<file path="src/shared/sphp_map.svh">
// register field positions, operation codes and timing counts of the parameter host port
`ifndef SPHP_MAP_SVH
`define SPHP_MAP_SVH
// operation codes {rw, a1, a0}
`define SPHP_OP_CTRL_WR   3'h0
`define SPHP_OP_PTR_WR    3'h1
`define SPHP_OP_DATA_WR0  3'h2
`define SPHP_OP_DATA_WR1  3'h3
`define SPHP_OP_STAT_RD   3'h4
`define SPHP_OP_NONE      3'h5
`define SPHP_OP_OUT_RD    3'h6
`define SPHP_OP_FETCH_RD  3'h7
// control register bits
`define SPHP_CTL_SYNTH    6
`define SPHP_CTL_T1IRQ    5
`define SPHP_CTL_T2IRQ    4
`define SPHP_CTL_ACCUM    3
`define SPHP_CTL_TSEL     2
`define SPHP_CTL_TDATA    1
`define SPHP_CTL_EXTCLK   0
// status register bits
`define SPHP_ST_BUSY      7
`define SPHP_ST_SYNTH     6
`define SPHP_ST_T1        5
`define SPHP_ST_T2        4
`define SPHP_ST_MATCH     3
// slot pointer fields
`define SPHP_PTR_BUF      5
// slot indices
`define SPHP_SYN_EXKIND   4'h0A
`define SPHP_SYN_EXGAIN   4'h0B
`define SPHP_SYN_T1       4'h0C
`define SPHP_SYN_T2       4'h0D
`define SPHP_SYN_RATE     4'h0E
`define SPHP_REC_LEVEL    4'h08
`define SPHP_REC_T1       4'h09
`define SPHP_REC_T2       4'h0A
`define SPHP_REC_RATE     4'h0B
// reset values
`define SPHP_CTL_RESET    8'h00
`define SPHP_PTR_RESET    8'h00
`define SPHP_RATE_RESET   8'h00
// fs = fc / (2^(28+n) * m): base dead-cycle exponent and stage counts
`define SPHP_RATE_BASE    28
`define SPHP_STAGES_SYN   10
`define SPHP_STAGES_REC   8
// system clock period in ns and one recirculation slot in clocks
`define SPHP_CLK_NS       50
`define SPHP_SLOT_CLKS    8
`endif

</file>
<file path="src/shared/sphp_pkg.sv">
// types of the parameter host port
package sphp_pkg;
  typedef enum logic [1:0] {
    SPHP_IDLE,
    SPHP_FETCH,
    SPHP_STORE
  } sphp_xfer_t;
endpackage

</file>
<file path="src/rtl/sphp_sync.sv">
// three-flop synchroniser with agreement of the last two stages
`timescale 1ns/1ns
module sphp_sync #(
  parameter logic INIT = 1'b0
) (
  input  wire logic clk,
  input  wire logic reset,
  input  wire logic din,
  output logic      dout
);
  typedef struct packed {
    logic s1;
    logic s2;
    logic s3;
    logic q;
  } sphp_sync_t;
  sphp_sync_t st_r;
  sphp_sync_t st_nxt;

  // first stage only feeds the second
  always_comb begin
    st_nxt    = st_r;
    st_nxt.s1 = din;
    st_nxt.s2 = st_r.s1;
    st_nxt.s3 = st_r.s2;
    if (st_r.s2 == st_r.s3) begin
      st_nxt.q = st_r.s3;
    end
  end

  always_ff @(posedge clk) begin
    if (reset) begin
      st_r <= '{s1: INIT, s2: INIT, s3: INIT, q: INIT};
    end else begin
      st_r <= st_nxt;
    end
  end

  assign dout = st_r.q;
endmodule

</file>
<file path="src/rtl/sphp_timer.sv">
// sample-period down counter with one-cycle expiry pulse
`timescale 1ns/1ns
module sphp_timer #(
  parameter int WIDTH = 8
) (
  input  wire logic             clk,
  input  wire logic             reset,
  input  wire logic             tick,
  input  wire logic [WIDTH-1:0] load,
  output logic                  expired
);
  typedef struct packed {
    logic [WIDTH-1:0] cnt;
    logic             exp;
  } sphp_tmr_t;
  sphp_tmr_t st_r;
  sphp_tmr_t st_nxt;

  initial begin
    if (WIDTH < 1) begin
      $error("timer width must be at least one");
    end
  end

  // counts sample periods down, reloads from the field on expiry
  always_comb begin
    st_nxt     = st_r;
    st_nxt.exp = 1'b0;
    if (tick) begin
      if (st_r.cnt == '0) begin
        st_nxt.cnt = load;
        st_nxt.exp = (load != '0);
      end else begin
        st_nxt.cnt = st_r.cnt - 1'b1;
        st_nxt.exp = (st_r.cnt == {{(WIDTH-1){1'b0}}, 1'b1});
      end
    end
  end

  always_ff @(posedge clk) begin
    if (reset) begin
      st_r <= '0;
    end else begin
      st_r <= st_nxt;
    end
  end

  assign expired = st_r.exp;
endmodule

</file>
<file path="src/rtl/sphp_host_port.sv">
// host parameter port: decode, slot stores, busy/wait, control, status and timers
`timescale 1ns/1ns
`include "sphp_map.svh"
module sphp_host_port
  import sphp_pkg::*;
#(
  parameter int SLOT_CLKS = `SPHP_SLOT_CLKS
) (
  input  wire logic       clk,
  input  wire logic       reset,
  input  wire logic       strobe,
  input  wire logic       chip_select_n,
  input  wire logic       readNotWrite,
  input  wire logic       addr1,
  input  wire logic       addr0,
  input  wire logic [7:0] dataIn,
  output logic      [7:0] dataOut,
  output logic            dataOe_n,
  output logic            waitOut,
  output logic            waitOe_n,
  output logic            irqOut,
  output logic            irqOe_n,
  input  wire logic [7:0] speechLevel,
  input  wire logic [7:0] instantCoef,
  input  wire logic [3:0] instantIndex,
  output logic            synthSelect,
  output logic            accumulateSelect,
  output logic            timerOneSelect,
  output logic            testDataOut,
  output logic            extClockSelect,
  output logic      [5:0] deadCycles,
  output logic      [1:0] gainTarget,
  output logic      [3:0] stageCount,
  output logic            excitationConst,
  output logic            gainSign,
  output logic      [3:0] gainExponent,
  output logic      [2:0] gainMantissa,
  output logic            newParamSet,
  output logic            sampleTick
);
  initial begin
    if (SLOT_CLKS < 1 || SLOT_CLKS > 255) begin
      $error("slot period must be 1 to 255 clocks");
    end
  end

  typedef struct packed {
    logic [7:0]      ctrl;
    logic [7:0]      ptr;
    logic [8:0]      dataInReg;
    logic [7:0]      dataOutReg;
    logic            busy;
    sphp_xfer_t      xfer;
    logic            t1Flag;
    logic            t2Flag;
    logic            statRd;
    logic            selPrev;
    logic [7:0]      slotClk;
    logic [3:0]      slotNum;
    logic            tick;
    logic [15*9-1:0] store0;
  } sphp_state_t;

  sphp_state_t st_r;
  sphp_state_t st_nxt;

  // strobe, select, read/write and address pins cross into the clock domain through three flops; dataIn is sampled directly
  logic strobeS;
  logic csnS;
  logic rwS;
  logic a1S;
  logic a0S;
  sphp_sync #(.INIT(1'b0)) uStb (.clk(clk), .reset(reset), .din(strobe), .dout(strobeS));
  sphp_sync #(.INIT(1'b1)) uCs (.clk(clk), .reset(reset), .din(chip_select_n), .dout(csnS));
  sphp_sync #(.INIT(1'b1)) uRw (.clk(clk), .reset(reset), .din(readNotWrite), .dout(rwS));
  sphp_sync #(.INIT(1'b0)) uA1 (.clk(clk), .reset(reset), .din(addr1), .dout(a1S));
  sphp_sync #(.INIT(1'b0)) uA0 (.clk(clk), .reset(reset), .din(addr0), .dout(a0S));

  logic       sel;
  logic       selRise;
  logic       selFall;
  logic [2:0] opCode;
  logic [3:0] lastIdx;
  logic [3:0] ptrIdx;
  logic       slotHere;
  logic       t1Exp;
  logic       t2Exp;
  logic [8:0] slotVal;
  logic [8:0] sum9;
  logic [7:0] t1Field;
  logic [7:0] t2Field;
  logic [7:0] rateField;
  logic [7:0] gainField;
  logic [7:0] kindField;
  logic [7:0] coefOut;

  // operation decode
  assign sel     = strobeS & ~csnS;
  assign opCode  = {rwS, a1S, a0S};
  assign selRise = sel & ~st_r.selPrev;
  assign selFall = ~sel & st_r.selPrev;
  assign ptrIdx  = st_r.ptr[3:0];
  assign lastIdx = st_r.ctrl[`SPHP_CTL_SYNTH] ? `SPHP_SYN_RATE : `SPHP_REC_RATE;
  assign slotHere = st_r.tick & (st_r.slotNum == ptrIdx);
  assign slotVal  = st_r.store0[ptrIdx*9 +: 9];
  assign sum9     = slotVal + st_r.dataInReg;

  // named fields of the parameter store; eight-bit fields sit in the top of the slot
  // word, the same byte the host wrote and a fetch returns
  always_comb begin
    if (st_r.ctrl[`SPHP_CTL_SYNTH]) begin
      kindField = st_r.store0[`SPHP_SYN_EXKIND*9+1 +: 8];
      gainField = st_r.store0[`SPHP_SYN_EXGAIN*9+1 +: 8];
      t1Field   = st_r.store0[`SPHP_SYN_T1*9+1 +: 8];
      t2Field   = st_r.store0[`SPHP_SYN_T2*9+1 +: 8];
      rateField = st_r.store0[`SPHP_SYN_RATE*9+1 +: 8];
    end else begin
      kindField = 8'h00;
      gainField = 8'h00;
      t1Field   = st_r.store0[`SPHP_REC_T1*9+1 +: 8];
      t2Field   = st_r.store0[`SPHP_REC_T2*9+1 +: 8];
      rateField = st_r.store0[`SPHP_REC_RATE*9+1 +: 8];
    end
  end

  // fetch source: second store holds instantaneous coefficients, level is live
  always_comb begin
    coefOut = slotVal[8:1];
    if (!st_r.ctrl[`SPHP_CTL_SYNTH] && ptrIdx == `SPHP_REC_LEVEL) begin
      coefOut = speechLevel;
    end else if (!st_r.ctrl[`SPHP_CTL_SYNTH] && st_r.ptr[`SPHP_PTR_BUF]
                 && ptrIdx < `SPHP_REC_LEVEL) begin
      coefOut = (instantIndex == ptrIdx) ? instantCoef : st_r.dataOutReg;
    end
  end

  sphp_timer #(.WIDTH(8)) uT1 (
    .clk    (clk),
    .reset  (reset),
    .tick   (st_r.tick),
    .load   (t1Field),
    .expired(t1Exp)
  );
  sphp_timer #(.WIDTH(8)) uT2 (
    .clk    (clk),
    .reset  (reset),
    .tick   (st_r.tick),
    .load   (t2Field),
    .expired(t2Exp)
  );

  // main next-state logic
  always_comb begin
    st_nxt         = st_r;
    st_nxt.selPrev = sel;
    st_nxt.tick    = 1'b0;
    // slot rotation models the recirculating store passing the access point
    if (st_r.slotClk == 8'(SLOT_CLKS - 1)) begin
      st_nxt.slotClk = 8'h00;
      if (st_r.slotNum >= lastIdx) begin
        st_nxt.slotNum = 4'h0;
      end else begin
        st_nxt.slotNum = st_r.slotNum + 4'h1;
      end
      st_nxt.tick = 1'b1;
    end else begin
      st_nxt.slotClk = st_r.slotClk + 8'h01;
    end
    // host operations act once per strobe, on its leading edge
    if (selRise) begin
      unique case (opCode)
        `SPHP_OP_CTRL_WR:  st_nxt.ctrl = dataIn;
        `SPHP_OP_PTR_WR: begin
          if (!st_r.busy) st_nxt.ptr = dataIn;
        end
        `SPHP_OP_DATA_WR0, `SPHP_OP_DATA_WR1: begin
          if (!st_r.busy) begin
            st_nxt.dataInReg = {dataIn, a0S};
            st_nxt.busy      = 1'b1;
            st_nxt.xfer      = SPHP_STORE;
          end
        end
        `SPHP_OP_STAT_RD:  st_nxt.statRd = 1'b1;
        `SPHP_OP_NONE:     st_nxt.statRd = st_r.statRd;
        `SPHP_OP_OUT_RD:   st_nxt.statRd = st_r.statRd;
        `SPHP_OP_FETCH_RD: begin
          if (!st_r.busy) begin
            st_nxt.busy = 1'b1;
            st_nxt.xfer = SPHP_FETCH;
          end
        end
      endcase
    end
    // the slot arrives: complete the pending transfer
    if (slotHere && st_r.xfer != SPHP_IDLE) begin
      if (st_r.xfer == SPHP_FETCH) begin
        st_nxt.dataOutReg = coefOut;
      end else if (st_r.ctrl[`SPHP_CTL_ACCUM] && !st_r.ptr[`SPHP_PTR_BUF]) begin
        st_nxt.store0[ptrIdx*9 +: 9] = sum9;
      end else begin
        st_nxt.store0[ptrIdx*9 +: 9] = st_r.dataInReg;
      end
      st_nxt.busy = 1'b0;
      st_nxt.xfer = SPHP_IDLE;
      if (ptrIdx >= lastIdx) begin
        st_nxt.ptr[3:0] = 4'h0;
      end else begin
        st_nxt.ptr[3:0] = ptrIdx + 4'h1;
      end
    end
    // timer flags: a new expiry beats the clear at the end of a status read
    if (selFall && st_r.statRd) begin
      st_nxt.t1Flag = 1'b0;
      st_nxt.t2Flag = 1'b0;
      st_nxt.statRd = 1'b0;
    end
    if (t1Exp) st_nxt.t1Flag = 1'b1;
    if (t2Exp) st_nxt.t2Flag = 1'b1;
  end

  always_ff @(posedge clk) begin
    if (reset) begin
      st_r      <= '0;
      st_r.ctrl <= `SPHP_CTL_RESET;
      st_r.ptr  <= `SPHP_PTR_RESET;
    end else begin
      st_r <= st_nxt;
    end
  end

  // data bus: driven only during a selected read of codes 4, 6, 7
  always_comb begin
    dataOut  = st_r.dataOutReg;
    dataOe_n = 1'b1;
    if (sel && rwS) begin
      if (opCode == `SPHP_OP_STAT_RD) begin
        dataOut = {st_r.busy, st_r.ctrl[`SPHP_CTL_SYNTH], st_r.t1Flag, st_r.t2Flag,
                   (st_r.slotNum == ptrIdx), 3'h0};
        dataOe_n = 1'b0;
      end else if (opCode != `SPHP_OP_NONE) begin
        dataOe_n = 1'b0;
      end
    end
  end

  // wait pulls low for pointer, data or fetch accesses while busy
  always_comb begin
    waitOe_n = ~(sel & st_r.busy & (opCode == `SPHP_OP_PTR_WR || opCode == `SPHP_OP_DATA_WR0
               || opCode == `SPHP_OP_DATA_WR1 || opCode == `SPHP_OP_FETCH_RD));
  end
  assign waitOut = 1'b0;

  // interrupt is open drain; flags stay latched until status is read
  assign irqOut  = 1'b0;
  assign irqOe_n = ~((st_r.t1Flag & st_r.ctrl[`SPHP_CTL_T1IRQ])
                   | (st_r.t2Flag & st_r.ctrl[`SPHP_CTL_T2IRQ]));

  // control fan-out to the filter and converter logic
  assign synthSelect      = st_r.ctrl[`SPHP_CTL_SYNTH];
  assign accumulateSelect = st_r.ctrl[`SPHP_CTL_ACCUM];
  assign timerOneSelect   = st_r.ctrl[`SPHP_CTL_TSEL];
  assign testDataOut      = st_r.ctrl[`SPHP_CTL_TDATA];
  assign extClockSelect   = st_r.ctrl[`SPHP_CTL_EXTCLK];
  assign newParamSet      = st_r.ctrl[`SPHP_CTL_TSEL] ? t1Exp : t2Exp;
  assign sampleTick       = st_r.tick;

  // rate field: dead cycles and stage count define fs; in recognition mode top bits set agc target
  assign deadCycles = rateField[5:0];
  assign stageCount = st_r.ctrl[`SPHP_CTL_SYNTH] ? 4'(`SPHP_STAGES_SYN)
                                                 : 4'(`SPHP_STAGES_REC);
  assign gainTarget = st_r.ctrl[`SPHP_CTL_SYNTH] ? 2'b00 : rateField[7:6];

  // excitation gain split into sign and log magnitude
  assign gainSign        = gainField[7];
  assign gainExponent    = gainField[6:3];
  assign gainMantissa    = gainField[2:0];
  assign excitationConst = (kindField[7:4] == 4'h1);
endmodule

</file>
<file path="config.mk">
export PLATFORM = sky130hd
export DESIGN_NAME = sphp_host_port
export DESIGN_NICKNAME = d
export VERILOG_FILES = /design/src/shared/sphp_pkg.sv /design/src/rtl/sphp_sync.sv /design/src/rtl/sphp_timer.sv /design/src/rtl/sphp_host_port.sv
export VERILOG_INCLUDE_DIRS = /design/src /design/src/shared
export SDC_FILE = /design/constraint.sdc
export NUM_CORES = 1
export LEC_CHECK = 0
export BUFFER_PORTS_ARGS = -buffer_cell sky130_fd_sc_hd__buf_4
export CELL_PAD_IN_SITES_DETAIL_PLACEMENT = 1
export CELL_PAD_IN_SITES_GLOBAL_PLACEMENT = 1
export CORE_AREA = 5 5 157 189
export DETAILED_ROUTE_END_ITERATION = 10
export DIE_AREA = 0 0 162 194
export GPL_ROUTABILITY_DRIVEN = 1
export PLACE_DENSITY_LB_ADDON = 0.1
export SYNTH_ARGS = -nofsm -noshare
export SYNTH_HDL_FRONTEND = slang
export SYNTH_SLANG_ARGS = --single-unit
</file>
<file path="constraint.sdc">
create_clock -name clk -period 4.3 [get_ports clk]
set_clock_uncertainty 0.2 [all_clocks]
set_input_delay 0.645 -clock clk [delete_from_list [all_inputs] [get_ports clk]]
set_output_delay 0.645 -clock clk [all_outputs]
set_load 0.01 [all_outputs]
</file>
==> flow_metrics.tcl, run 1 <==
set metrics [dict create \
    vdd_drop_max_mv 0.261 \
    post_dp_cell_area_mm2 0.0124 \
    avgRoutedWirePerCell_um 22.4 \
    top_level_ports 76 \
    layout-drive-gt1-share 0.164 \
    fmax_mhz 242 \
    rsz0062_at_grt "false" \
    ys.flop_type "dfxtp_1" \
    path_clk_slew_ns 0.06 \
    drtPass1Iterations 5 \
    start_util 0.414 \
    cts_tree "built" \
    die-area_mm2 0.0314 \
    viasPerCell 5.87 \
    finalInstanceArea_mm2 0.0134 \
    row_count 67 \
    cp.required_ns 4.54 \
    die_x_um 162 \
    ys_async_sr_fraction 0 \
    cap_violations 0 \
    gp_congestion 0.898 \
    total_power_mw 4.68 \
    synth-seq-cells 222 \
    tns_ns 0 \
    fin_crit_ns 4.14 \
    cts_buffer_depth 3 \
    avgSynthCellArea_um2 8.51 \
    cts_root_buffer "clkbuf_16" \
    clkPwrFrac 0.538 \
    dieHeight_um 194 \
    final_util 0.484 \
    dp_hpwl_mm 28.9 \
    leakagePower_nw 4.88 \
    p_comb_frac 0.021 \
    drt-initial-drc-count 680 \
    antenna_found_initial 1 \
    coreArea_mm2 0.0277 \
    start_kind "flip-flop" \
    slew_headroom 0.365 \
    grt_pass1_wl_mm 61.8 \
    grt_max_degree 67 \
    p_sw_uw 981 \
    synthDistinctLibCells 73 \
    crit_path_end_kind "flip-flop" \
    htree_levels 1 \
    cellPowerDensity_mw_per_mm2 350 \
    synth_top_area_frac 0.388 \
    synth_edf_count 0 \
    hold_buffers 0 \
    worstPathArrival_ns 4.37 \
    layout.nets 1464 \
    clk_latency_ns 0.54 \
    preCtsSetupSlack_ns 0.0977 \
    final_hold_viol_count 0 \
    yosysWarnings 0 \
    cts_inserted_buffers 26 \
    critPathMaxFanout 23 \
    sw_frac_of_total 0.210 \
    portBuffers 70 \
    criticalPathCategory "flip-flop to flip-flop" \
    netlist_area_mm2 0.0115 \
    maxSlewViolCount 0 \
    pwr-share-seq 0.442 \
    vias 10400 \
    syn_to_final_growth_pct 16.8 \
    synth-seq-area-share 0.388 \
    setup_violations 0 \
    tightest_slew_ns 0.949 \
    synth.area.top_cells "dfxtp_1 (39%), nand2_1 (5.8%), mux2i_1 (5.4%)" \
    routed_wirelength_mm 39.6 \
    grt_pass1_vias 10400 \
    p_int_mw 3.70 \
    cts.sink_count 222 \
    worstHoldPathType "input port to flip-flop" \
    layout_setup_ws_ns 0.163 \
    finalCritPeriodShare 0.962 \
    post-route-drc-count 0 \
    grtUsageTotal 0.247 \
    insertedDiodeCount 0 \
    antenna_left 0 \
    syn-instance-count 1346 \
    synth_largest_area_cell "dfxtp_1" \
    gr-total-overflow 0 \
    outcome "complete, no violations" \
]
kinds of logic (layout without fill, tap and decap cells):
| family | Yosys count | count (layout) | synth area share |
|---|---|---|---|
| and+or+nand+nor | 562 | 562 | 0.236 |
| AOI/OAI and AO/OA | 284 | 284 | 0.159 |
| DFF | 222 | 222 | 0.388 |
| buffers and inverters | 127 | 201 | 0.0507 |
| muxes | 103 | 103 | 0.121 |
| adders and majority gates | 26 | 26 | 0.0290 |
| xor gates and xnor gates | 20 | 20 | 0.0159 |
| other | 2 | 5 | 0.000655 |
final cells by class:
class | instances | area, um^2
Inverter | 34 | 128
Sequential cell | 222 | 4450
Tap cell | 345 | 432
Timing Repair Buffer | 119 | 922
Clock inverter | 10 | 188
Fill cell | 3251 | 14300
Multi-Input combinational cell | 1000 | 6450
Clock buffer | 38 | 807
synthesized netlist by cell type, drive strengths merged (3+ instances only):
cell type and instances:
dfxtp 222, ha 25, nor3b 9, and2 11
clkbuf 53, o21ai 31, a32o 6, clkinv 4
nand2 177, nor4 5, or4 3, xor2 9
a22oi 28, nand3 53, a221oi 5, a21oi 111
o211ai 10, a31oi 11, nand3b 15, mux2 12
and3 11, o22ai 4, or2 8, nand2b 10
or3 7, mux4 27, nor3 36, inv 30
mux2i 64, xnor2 11, nor2b 29, buf 40
o31ai 15, nor2 159, a22o 4, o311ai 13
nand4 23, o2bb2ai 7, a211oi 20, a21o 5
power groups by stage:
stage                     clock [mW]  combinational [mW]  sequential [mW]
after floorplan                    0              0.0540             2.11
after global placement             0              0.0967             2.12
after detailed placement           0              0.0966             2.12
after CTS                       2.57              0.0972             2.07
after global routing            2.64               0.105             2.07
final                           2.52              0.0965             2.07
routing by layer:
metal  wire length [um]  share of wire  GRT usage  vias up
met5                  0              0          0        -
met4               1200          0.030     0.0771        0
met3               1860          0.047     0.0338       64
met2              18800           0.47      0.413      261
met1              17800           0.45      0.330     5131
li1                   -              -          -     4926
through the flow:
step	cells	hold slack (ns)
CTS	1768	0.0814
global placement	1720	0.199
global route	1768	0.0954
detailed placement	1720	0.199
floorplan	1349	0.189
finish	1768	0.0966
path summary, 6_finish.rpt:
kind                                               start                       end  slack, ns  depth (start not counted)
worst max-delay path              ptrIdx[0]$_SDFFE_PP0P_    st_r[116]$_SDFFE_PP0P_       0.16                         12
worst min-delay path                        readNotWrite  uRw.st_nxt[2]$_SDFF_PP1_        0.1                          2
worst max register to register    ptrIdx[0]$_SDFFE_PP0P_    st_r[116]$_SDFFE_PP0P_       0.16                         12
worst min register to register  uRw.st_nxt[2]$_SDFF_PP1_  uRw.st_nxt[1]$_SDFF_PP1_       0.21                          1
state kept, by name, indices dropped and copies added, names as in the netlist, 2 cells and up:
name and flops:
uCs.st_nxt 2, uA1.st_nxt 2, uA0.st_nxt 2, ptrIdx 4
uStb.st_nxt 2, uT1.st_r 8, st_r 174, uT2.st_r 8
uRw.st_nxt 2
placed cells by master (no fill, tap or decap), types with 12 or more instances in the layout:
cell type / n
a211oi_1: 20
a21oi_1: 111
a22oi_1: 28
buf_4: 116
clkbuf_16: 27
dfxtp_1: 218
ha_1: 25
inv_1: 30
mux2_2: 12
mux2i_1: 62
mux4_2: 27
nand2_1: 177
nand3_1: 52
nand3b_1: 15
nand4_1: 21
nor2_1: 157
nor2b_1: 28
nor3_1: 31
o21ai_0: 29
o31ai_1: 15
timing repair:
action | CTS | global route
hold endpoints to repair | 0 | 0
endpoints found under the setup margin | 0 | 14
buffers inserted | 0 | 0
resized for setup | 0 | 3
worst max-delay path: stages, from the launching register on:
cell      delay, ns
dfxtp_4        0.52
mux4_2         0.53
nor2b_1        0.14
a211oi_1       0.44
a31oi_1        0.19
ha_1           0.37
and3_1         0.19
a221o_1        0.30
or3_1          0.36
mux2i_2        0.22
buf_12         0.20
xnor2_2        0.11
a311oi_1       0.23
Power figures use the tool's default switching activity.
==> inputs of run 2 (changes only) <==
--- a/config.mk
+++ b/config.mk
@@ -13,7 +13,7 @@
 export DETAILED_ROUTE_END_ITERATION = 10
 export DIE_AREA = 0 0 162 194
 export GPL_ROUTABILITY_DRIVEN = 1
-export PLACE_DENSITY_LB_ADDON = 0.1
+export PLACE_DENSITY = 0.85
 export SYNTH_ARGS = -nofsm -noshare
 export SYNTH_HDL_FRONTEND = slang
 export SYNTH_SLANG_ARGS = --single-unit
==> flow_metrics.tcl, run 2 (synthesis gave the netlist of run 1 again) <==
set metrics [dict create \
    final_cell_mix "dfxtp_1 (218), nand2_1 (177), nor2_1 (157)" \
    post-route-drc-count 0 \
    critPathLaunch "ptrIdx[1]$_SDFFE_PP0P_" \
    rsz0062_at_grt "false" \
    syn_to_final_growth_pct 16.4 \
    cp_slowest_cell "dfxtp_4" \
    drt-initial-drc-count 952 \
    maxSlewViolCount 0 \
    fin_crit_ns 4.18 \
    path_common_cell "buf_4" \
    num-fill-cells 3261 \
    fmax_mhz 239 \
    grt_pass1_wl_mm 62.7 \
    post_dp_cell_area_mm2 0.0124 \
    top_register "st_r" \
    top_level_ports 76 \
    antenna_left 0 \
    start_kind "flip-flop" \
    criticalPathCategory "flip-flop to flip-flop" \
    die-area_mm2 0.0314 \
    clkPwrFrac 0.528 \
    sw_frac_of_total 0.212 \
    slew_headroom 0.292 \
    layout-drive-gt1-share 0.164 \
    crit_chain "nor2b_1, o2bb2ai_1, a211oi_1, buf_4, a31oi_1, ha_1, and3_1, a221o_1, or3_1, mux2i_2, buf_4, buf_12, nand4_1, o311ai_1" \
    insertedDiodeCount 0 \
    cap_violations 0 \
    pwr-share-seq 0.451 \
    coreArea_mm2 0.0277 \
    largest_reg_flops 174 \
    finalInstanceArea_mm2 0.0133 \
    crit_path_end_kind "flip-flop" \
    finalCritPeriodShare 0.973 \
    post_cts_buffers 0 \
    clk_latency_ns 0.53 \
    avgRoutedWirePerCell_um 22.6 \
    rrSetupSlack_ns 0.12 \
    p_sw_uw 971 \
    vias 10800 \
    row_count 67 \
    vdd_drop_max_mv 0.233 \
    htree_levels 1 \
    reg_top3 "st_r (174), uT1.st_r (8), uT2.st_r (8)" \
    cp.required_ns 4.51 \
    setup_violations 0 \
    cts_tree "built" \
    outcome "complete, no violations" \
    tightest_slew_ns 1.06 \
    p_int_mw 3.62 \
    grt_pass1_vias 11300 \
    hold_buffers 0 \
    dieHeight_um 194 \
    path_clk_slew_ns 0.07 \
    cts_buffer_depth 3 \
    p_comb_frac 0.021 \
    cellPowerDensity_mw_per_mm2 344 \
    viasPerCell 6.13 \
    portBuffers 70 \
    grt_max_degree 148 \
    grtUsageTotal 0.246 \
    layout.nets 1465 \
    cts.sink_count 222 \
    start_util 0.414 \
    final_common_cell "dfxtp_1" \
    final_hold_viol_count 0 \
    die_x_um 162 \
    antenna_found_initial 0 \
    routed_wirelength_mm 39.9 \
    worstReg2RegStart "ptrIdx[1]$_SDFFE_PP0P_" \
    cts_root_buffer "clkbuf_16" \
    slowest_delay_ns 0.58 \
    worstPathArrival_ns 4.39 \
    gp_congestion 0.915 \
    dp_hpwl_mm 28.0 \
    gr-total-overflow 0 \
    drtPass1Iterations 7 \
    leakagePower_nw 4.86 \
    worstHoldPathType "input port to flip-flop" \
    cts_inserted_buffers 24 \
    critPathMaxFanout 27 \
    min-delay-start "readNotWrite" \
    tns_ns 0 \
]
run 2: area by class of cell:
type                    count  area, um^2  area share
multi-input cells        1000        6450       0.483
flip-flops and latches    222        4450       0.334
inverters                  34         128     0.00956
clock inverters            16         269      0.0202
repair buffers            122         957      0.0717
well taps                 345         432      0.0323
clock buffers              28         657      0.0492
run 2: worst paths after layout:
kind | cells after the start | endpoint
max | 14 | st_r[107]$_SDFFE_PP0P_
min | 2 | uRw.st_nxt[2]$_SDFF_PP1_
max reg2reg | 14 | st_r[107]$_SDFFE_PP0P_
min reg2reg | 1 | uCs.st_nxt[1]$_SDFF_PP1_
run 2: critical path: cells and delay by family, from the launching register on:
kind	cells	cell delay (ns)
adder cells (fa/ha/maj)	1	0.37
AND/OR/NAND/NOR	4	1.03
buffers and inverters	3	0.54
multiplexers	1	0.18
flip-flops	1	0.58
AO/OA/AOI/OAI	5	1.14
run 2: per-stage QoR:
stage                     utilization  instances  power (mW)  hold WS [ns]  setup WS, ns
after floorplan                     -       1349        2.17         0.189        0.0941
after global placement          0.449       1723        2.21         0.194         0.103
after detailed placement        0.449       1723        2.21         0.196        0.0537
after CTS                       0.482       1767        4.61        0.0912        0.0396
after global routing            0.482       1767        4.70         0.100        0.0238
final                           0.482       1767        4.59         0.102         0.116
run 2: repair_timing:
action                                  4_1_cts  5_1_grt
cloned                                        0        0
endpoints found under the setup margin        2       26
gates resized for setup                       1        1
run 2: routing by layer:
layer  global-route usage  part of all wire  vias to the layer above
li1                     -                 -                     4922
met1                0.302              0.40                     5369
met2                0.421              0.48                      420
met3               0.0387             0.067                      113
met4                0.113             0.050                        0
met5                    0                 0                        -
run 2: power groups by stage:
stage | Clock [mW] | Combinational (mW) | Sequential, mW
global route | 2.53 | 0.104 | 2.07
global placement | 0 | 0.0924 | 2.11
detailed placement | 0 | 0.0944 | 2.12
finish | 2.42 | 0.0963 | 2.07
floorplan | 0 | 0.0540 | 2.11
CTS | 2.45 | 0.0957 | 2.07
==> inputs of run 3 (changes only) <==
--- a/config.mk
+++ b/config.mk
@@ -9,11 +9,11 @@
 export BUFFER_PORTS_ARGS = -buffer_cell sky130_fd_sc_hd__buf_4
 export CELL_PAD_IN_SITES_DETAIL_PLACEMENT = 1
 export CELL_PAD_IN_SITES_GLOBAL_PLACEMENT = 1
-export CORE_AREA = 5 5 157 189
+export CORE_AREA = 5 5 177 213
 export DETAILED_ROUTE_END_ITERATION = 10
-export DIE_AREA = 0 0 162 194
+export DIE_AREA = 0 0 182 218
 export GPL_ROUTABILITY_DRIVEN = 1
-export PLACE_DENSITY = 0.85
+export PLACE_DENSITY = 0.71
 export SYNTH_ARGS = -nofsm -noshare
 export SYNTH_HDL_FRONTEND = slang
 export SYNTH_SLANG_ARGS = --single-unit
==> flow_metrics.tcl, run 3 (synthesis gave the netlist of run 1 again) <==
set metrics [dict create \
    outcome "complete, no violations" \
    reg_top3 "st_r (174), uT1.st_r (8), uT2.st_r (8)" \
    cts.sink_count 222 \
    cts_root_buffer "clkbuf_16" \
    fmax_mhz 246 \
    grt_pass1_vias 10800 \
    die_x_um 182 \
    avgRoutedWirePerCell_um 20.8 \
    finalCritPeriodShare 0.946 \
    layout_setup_ws_ns 0.234 \
    cts_inserted_buffers 25 \
    routed_wirelength_mm 39.2 \
    htree_levels 1 \
    gp_congestion 0.932 \
    top_level_ports 76 \
    hold_buffers 0 \
    finalInstanceArea_mm2 0.0133 \
    cts_buffer_depth 3 \
    dieHeight_um 218 \
    layout-drive-gt1-share 0.161 \
    clk_latency_ns 0.55 \
    syn_to_final_growth_pct 16.2 \
    drtPass1Iterations 5 \
    drt-initial-drc-count 793 \
    rrSetupSlack_ns 0.23 \
    row_count 76 \
    gr-total-overflow 0 \
    post_cts_buffers 0 \
    post-route-drc-count 0 \
    grtUsageTotal 0.193 \
    top_register "st_r" \
    crit_path_end_kind "flip-flop" \
    tns_ns 0 \
    layout.nets 1461 \
    antenna_found_initial 0 \
    cellPowerDensity_mw_per_mm2 317 \
    coreArea_mm2 0.0355 \
    die-area_mm2 0.0397 \
    critPathMaxFanout 23 \
    fin_crit_ns 4.07 \
    start_util 0.323 \
    worstHoldPathType "input port to flip-flop" \
    setup_violations 0 \
    dp_hpwl_mm 28.6 \
    vdd_drop_max_mv 0.283 \
    largest_reg_flops 174 \
    rsz0062_at_grt "false" \
    post_dp_cell_area_mm2 0.0125 \
    tightest_slew_ns 1.02 \
    start_kind "flip-flop" \
    final_cell_mix "dfxtp_1 (218), nand2_1 (177), nor2_1 (157)" \
    maxSlewViolCount 0 \
    path_clk_slew_ns 0.06 \
    vias 10500 \
    antenna_left 0 \
    hold_slack_ns 0.102 \
    grt_pass1_wl_mm 61.6 \
    stdcell_count 1886 \
    final_common_cell "dfxtp_1" \
    viasPerCell 5.55 \
    final_hold_viol_count 0 \
    slew_headroom 0.318 \
    insertedDiodeCount 0 \
    criticalPathCategory "flip-flop to flip-flop" \
    portBuffers 70 \
    dp.cells 1841 \
    cts_tree "built" \
    grt_max_degree 102 \
    leakagePower_nw 4.78 \
    preCtsSetupSlack_ns 0.0458 \
    worstPathArrival_ns 4.32 \
    cap_violations 0 \
    cp.required_ns 4.56 \
]
## run 3: metrics by stage
step            util  power [mW]
2_1_floorplan      -        2.17
3_3_place_gp   0.353        2.21
3_5_place_dp   0.353        2.21
4_1_cts        0.375        4.27
5_1_grt        0.376        4.35
6_report       0.376        4.22
## run 3: final timing paths
kind                       startpoint                        to  depth (start not counted)
min                      readNotWrite  uRw.st_nxt[2]$_SDFF_PP1_                          2
max reg2reg    ptrIdx[0]$_SDFFE_PP0P_      st_r[8]$_SDFFE_PP0P_                         13
max            ptrIdx[0]$_SDFFE_PP0P_      st_r[8]$_SDFFE_PP0P_                         13
min reg2reg  uCs.st_nxt[2]$_SDFF_PP1_  uCs.st_nxt[1]$_SDFF_PP1_                          1
## run 3: what timing repair did
item | in CTS | in global routing
hold endpoints to repair | 0 | 0
gates resized for setup | 0 | 5
endpoints found under the setup margin | 0 | 15
## run 3: area by class of cell
cell class	count	area, um^2
inverter	34	128
multi-input combinational	1000	6450
tap	468	586
clock buffer	34	719
sequential	222	4450
timing repair buffer	117	911
fill	4182	22100
clock inverter	11	67.6
## run 3: report_power, final
| group | internal (mW) | switching [mW] |
|---|---|---|
| registers | 2.06 | 0.00447 |
| clock network | 1.17 | 0.885 |
| logic | 0.0357 | 0.0587 |
## run 3: layer usage
layer | wire [um] | GRT usage
met2 | 18600 | 0.331
met4 | 1390 | 0.0713
met1 | 16800 | 0.248
met5 | 0 | 0
met3 | 2380 | 0.0247
## run 3: worst max-delay path, stage by stage (launching register included)
cell	delay, ns
dfxtp_4	0.50
mux4_2	0.53
nor2b_1	0.14
a211oi_1	0.27
buf_4	0.19
a31oi_1	0.07
ha_1	0.36
a21o_1	0.20
a221o_1	0.35
or3_1	0.36
mux2i_2	0.24
buf_12	0.21
xnor2_2	0.11
a211oi_1	0.24
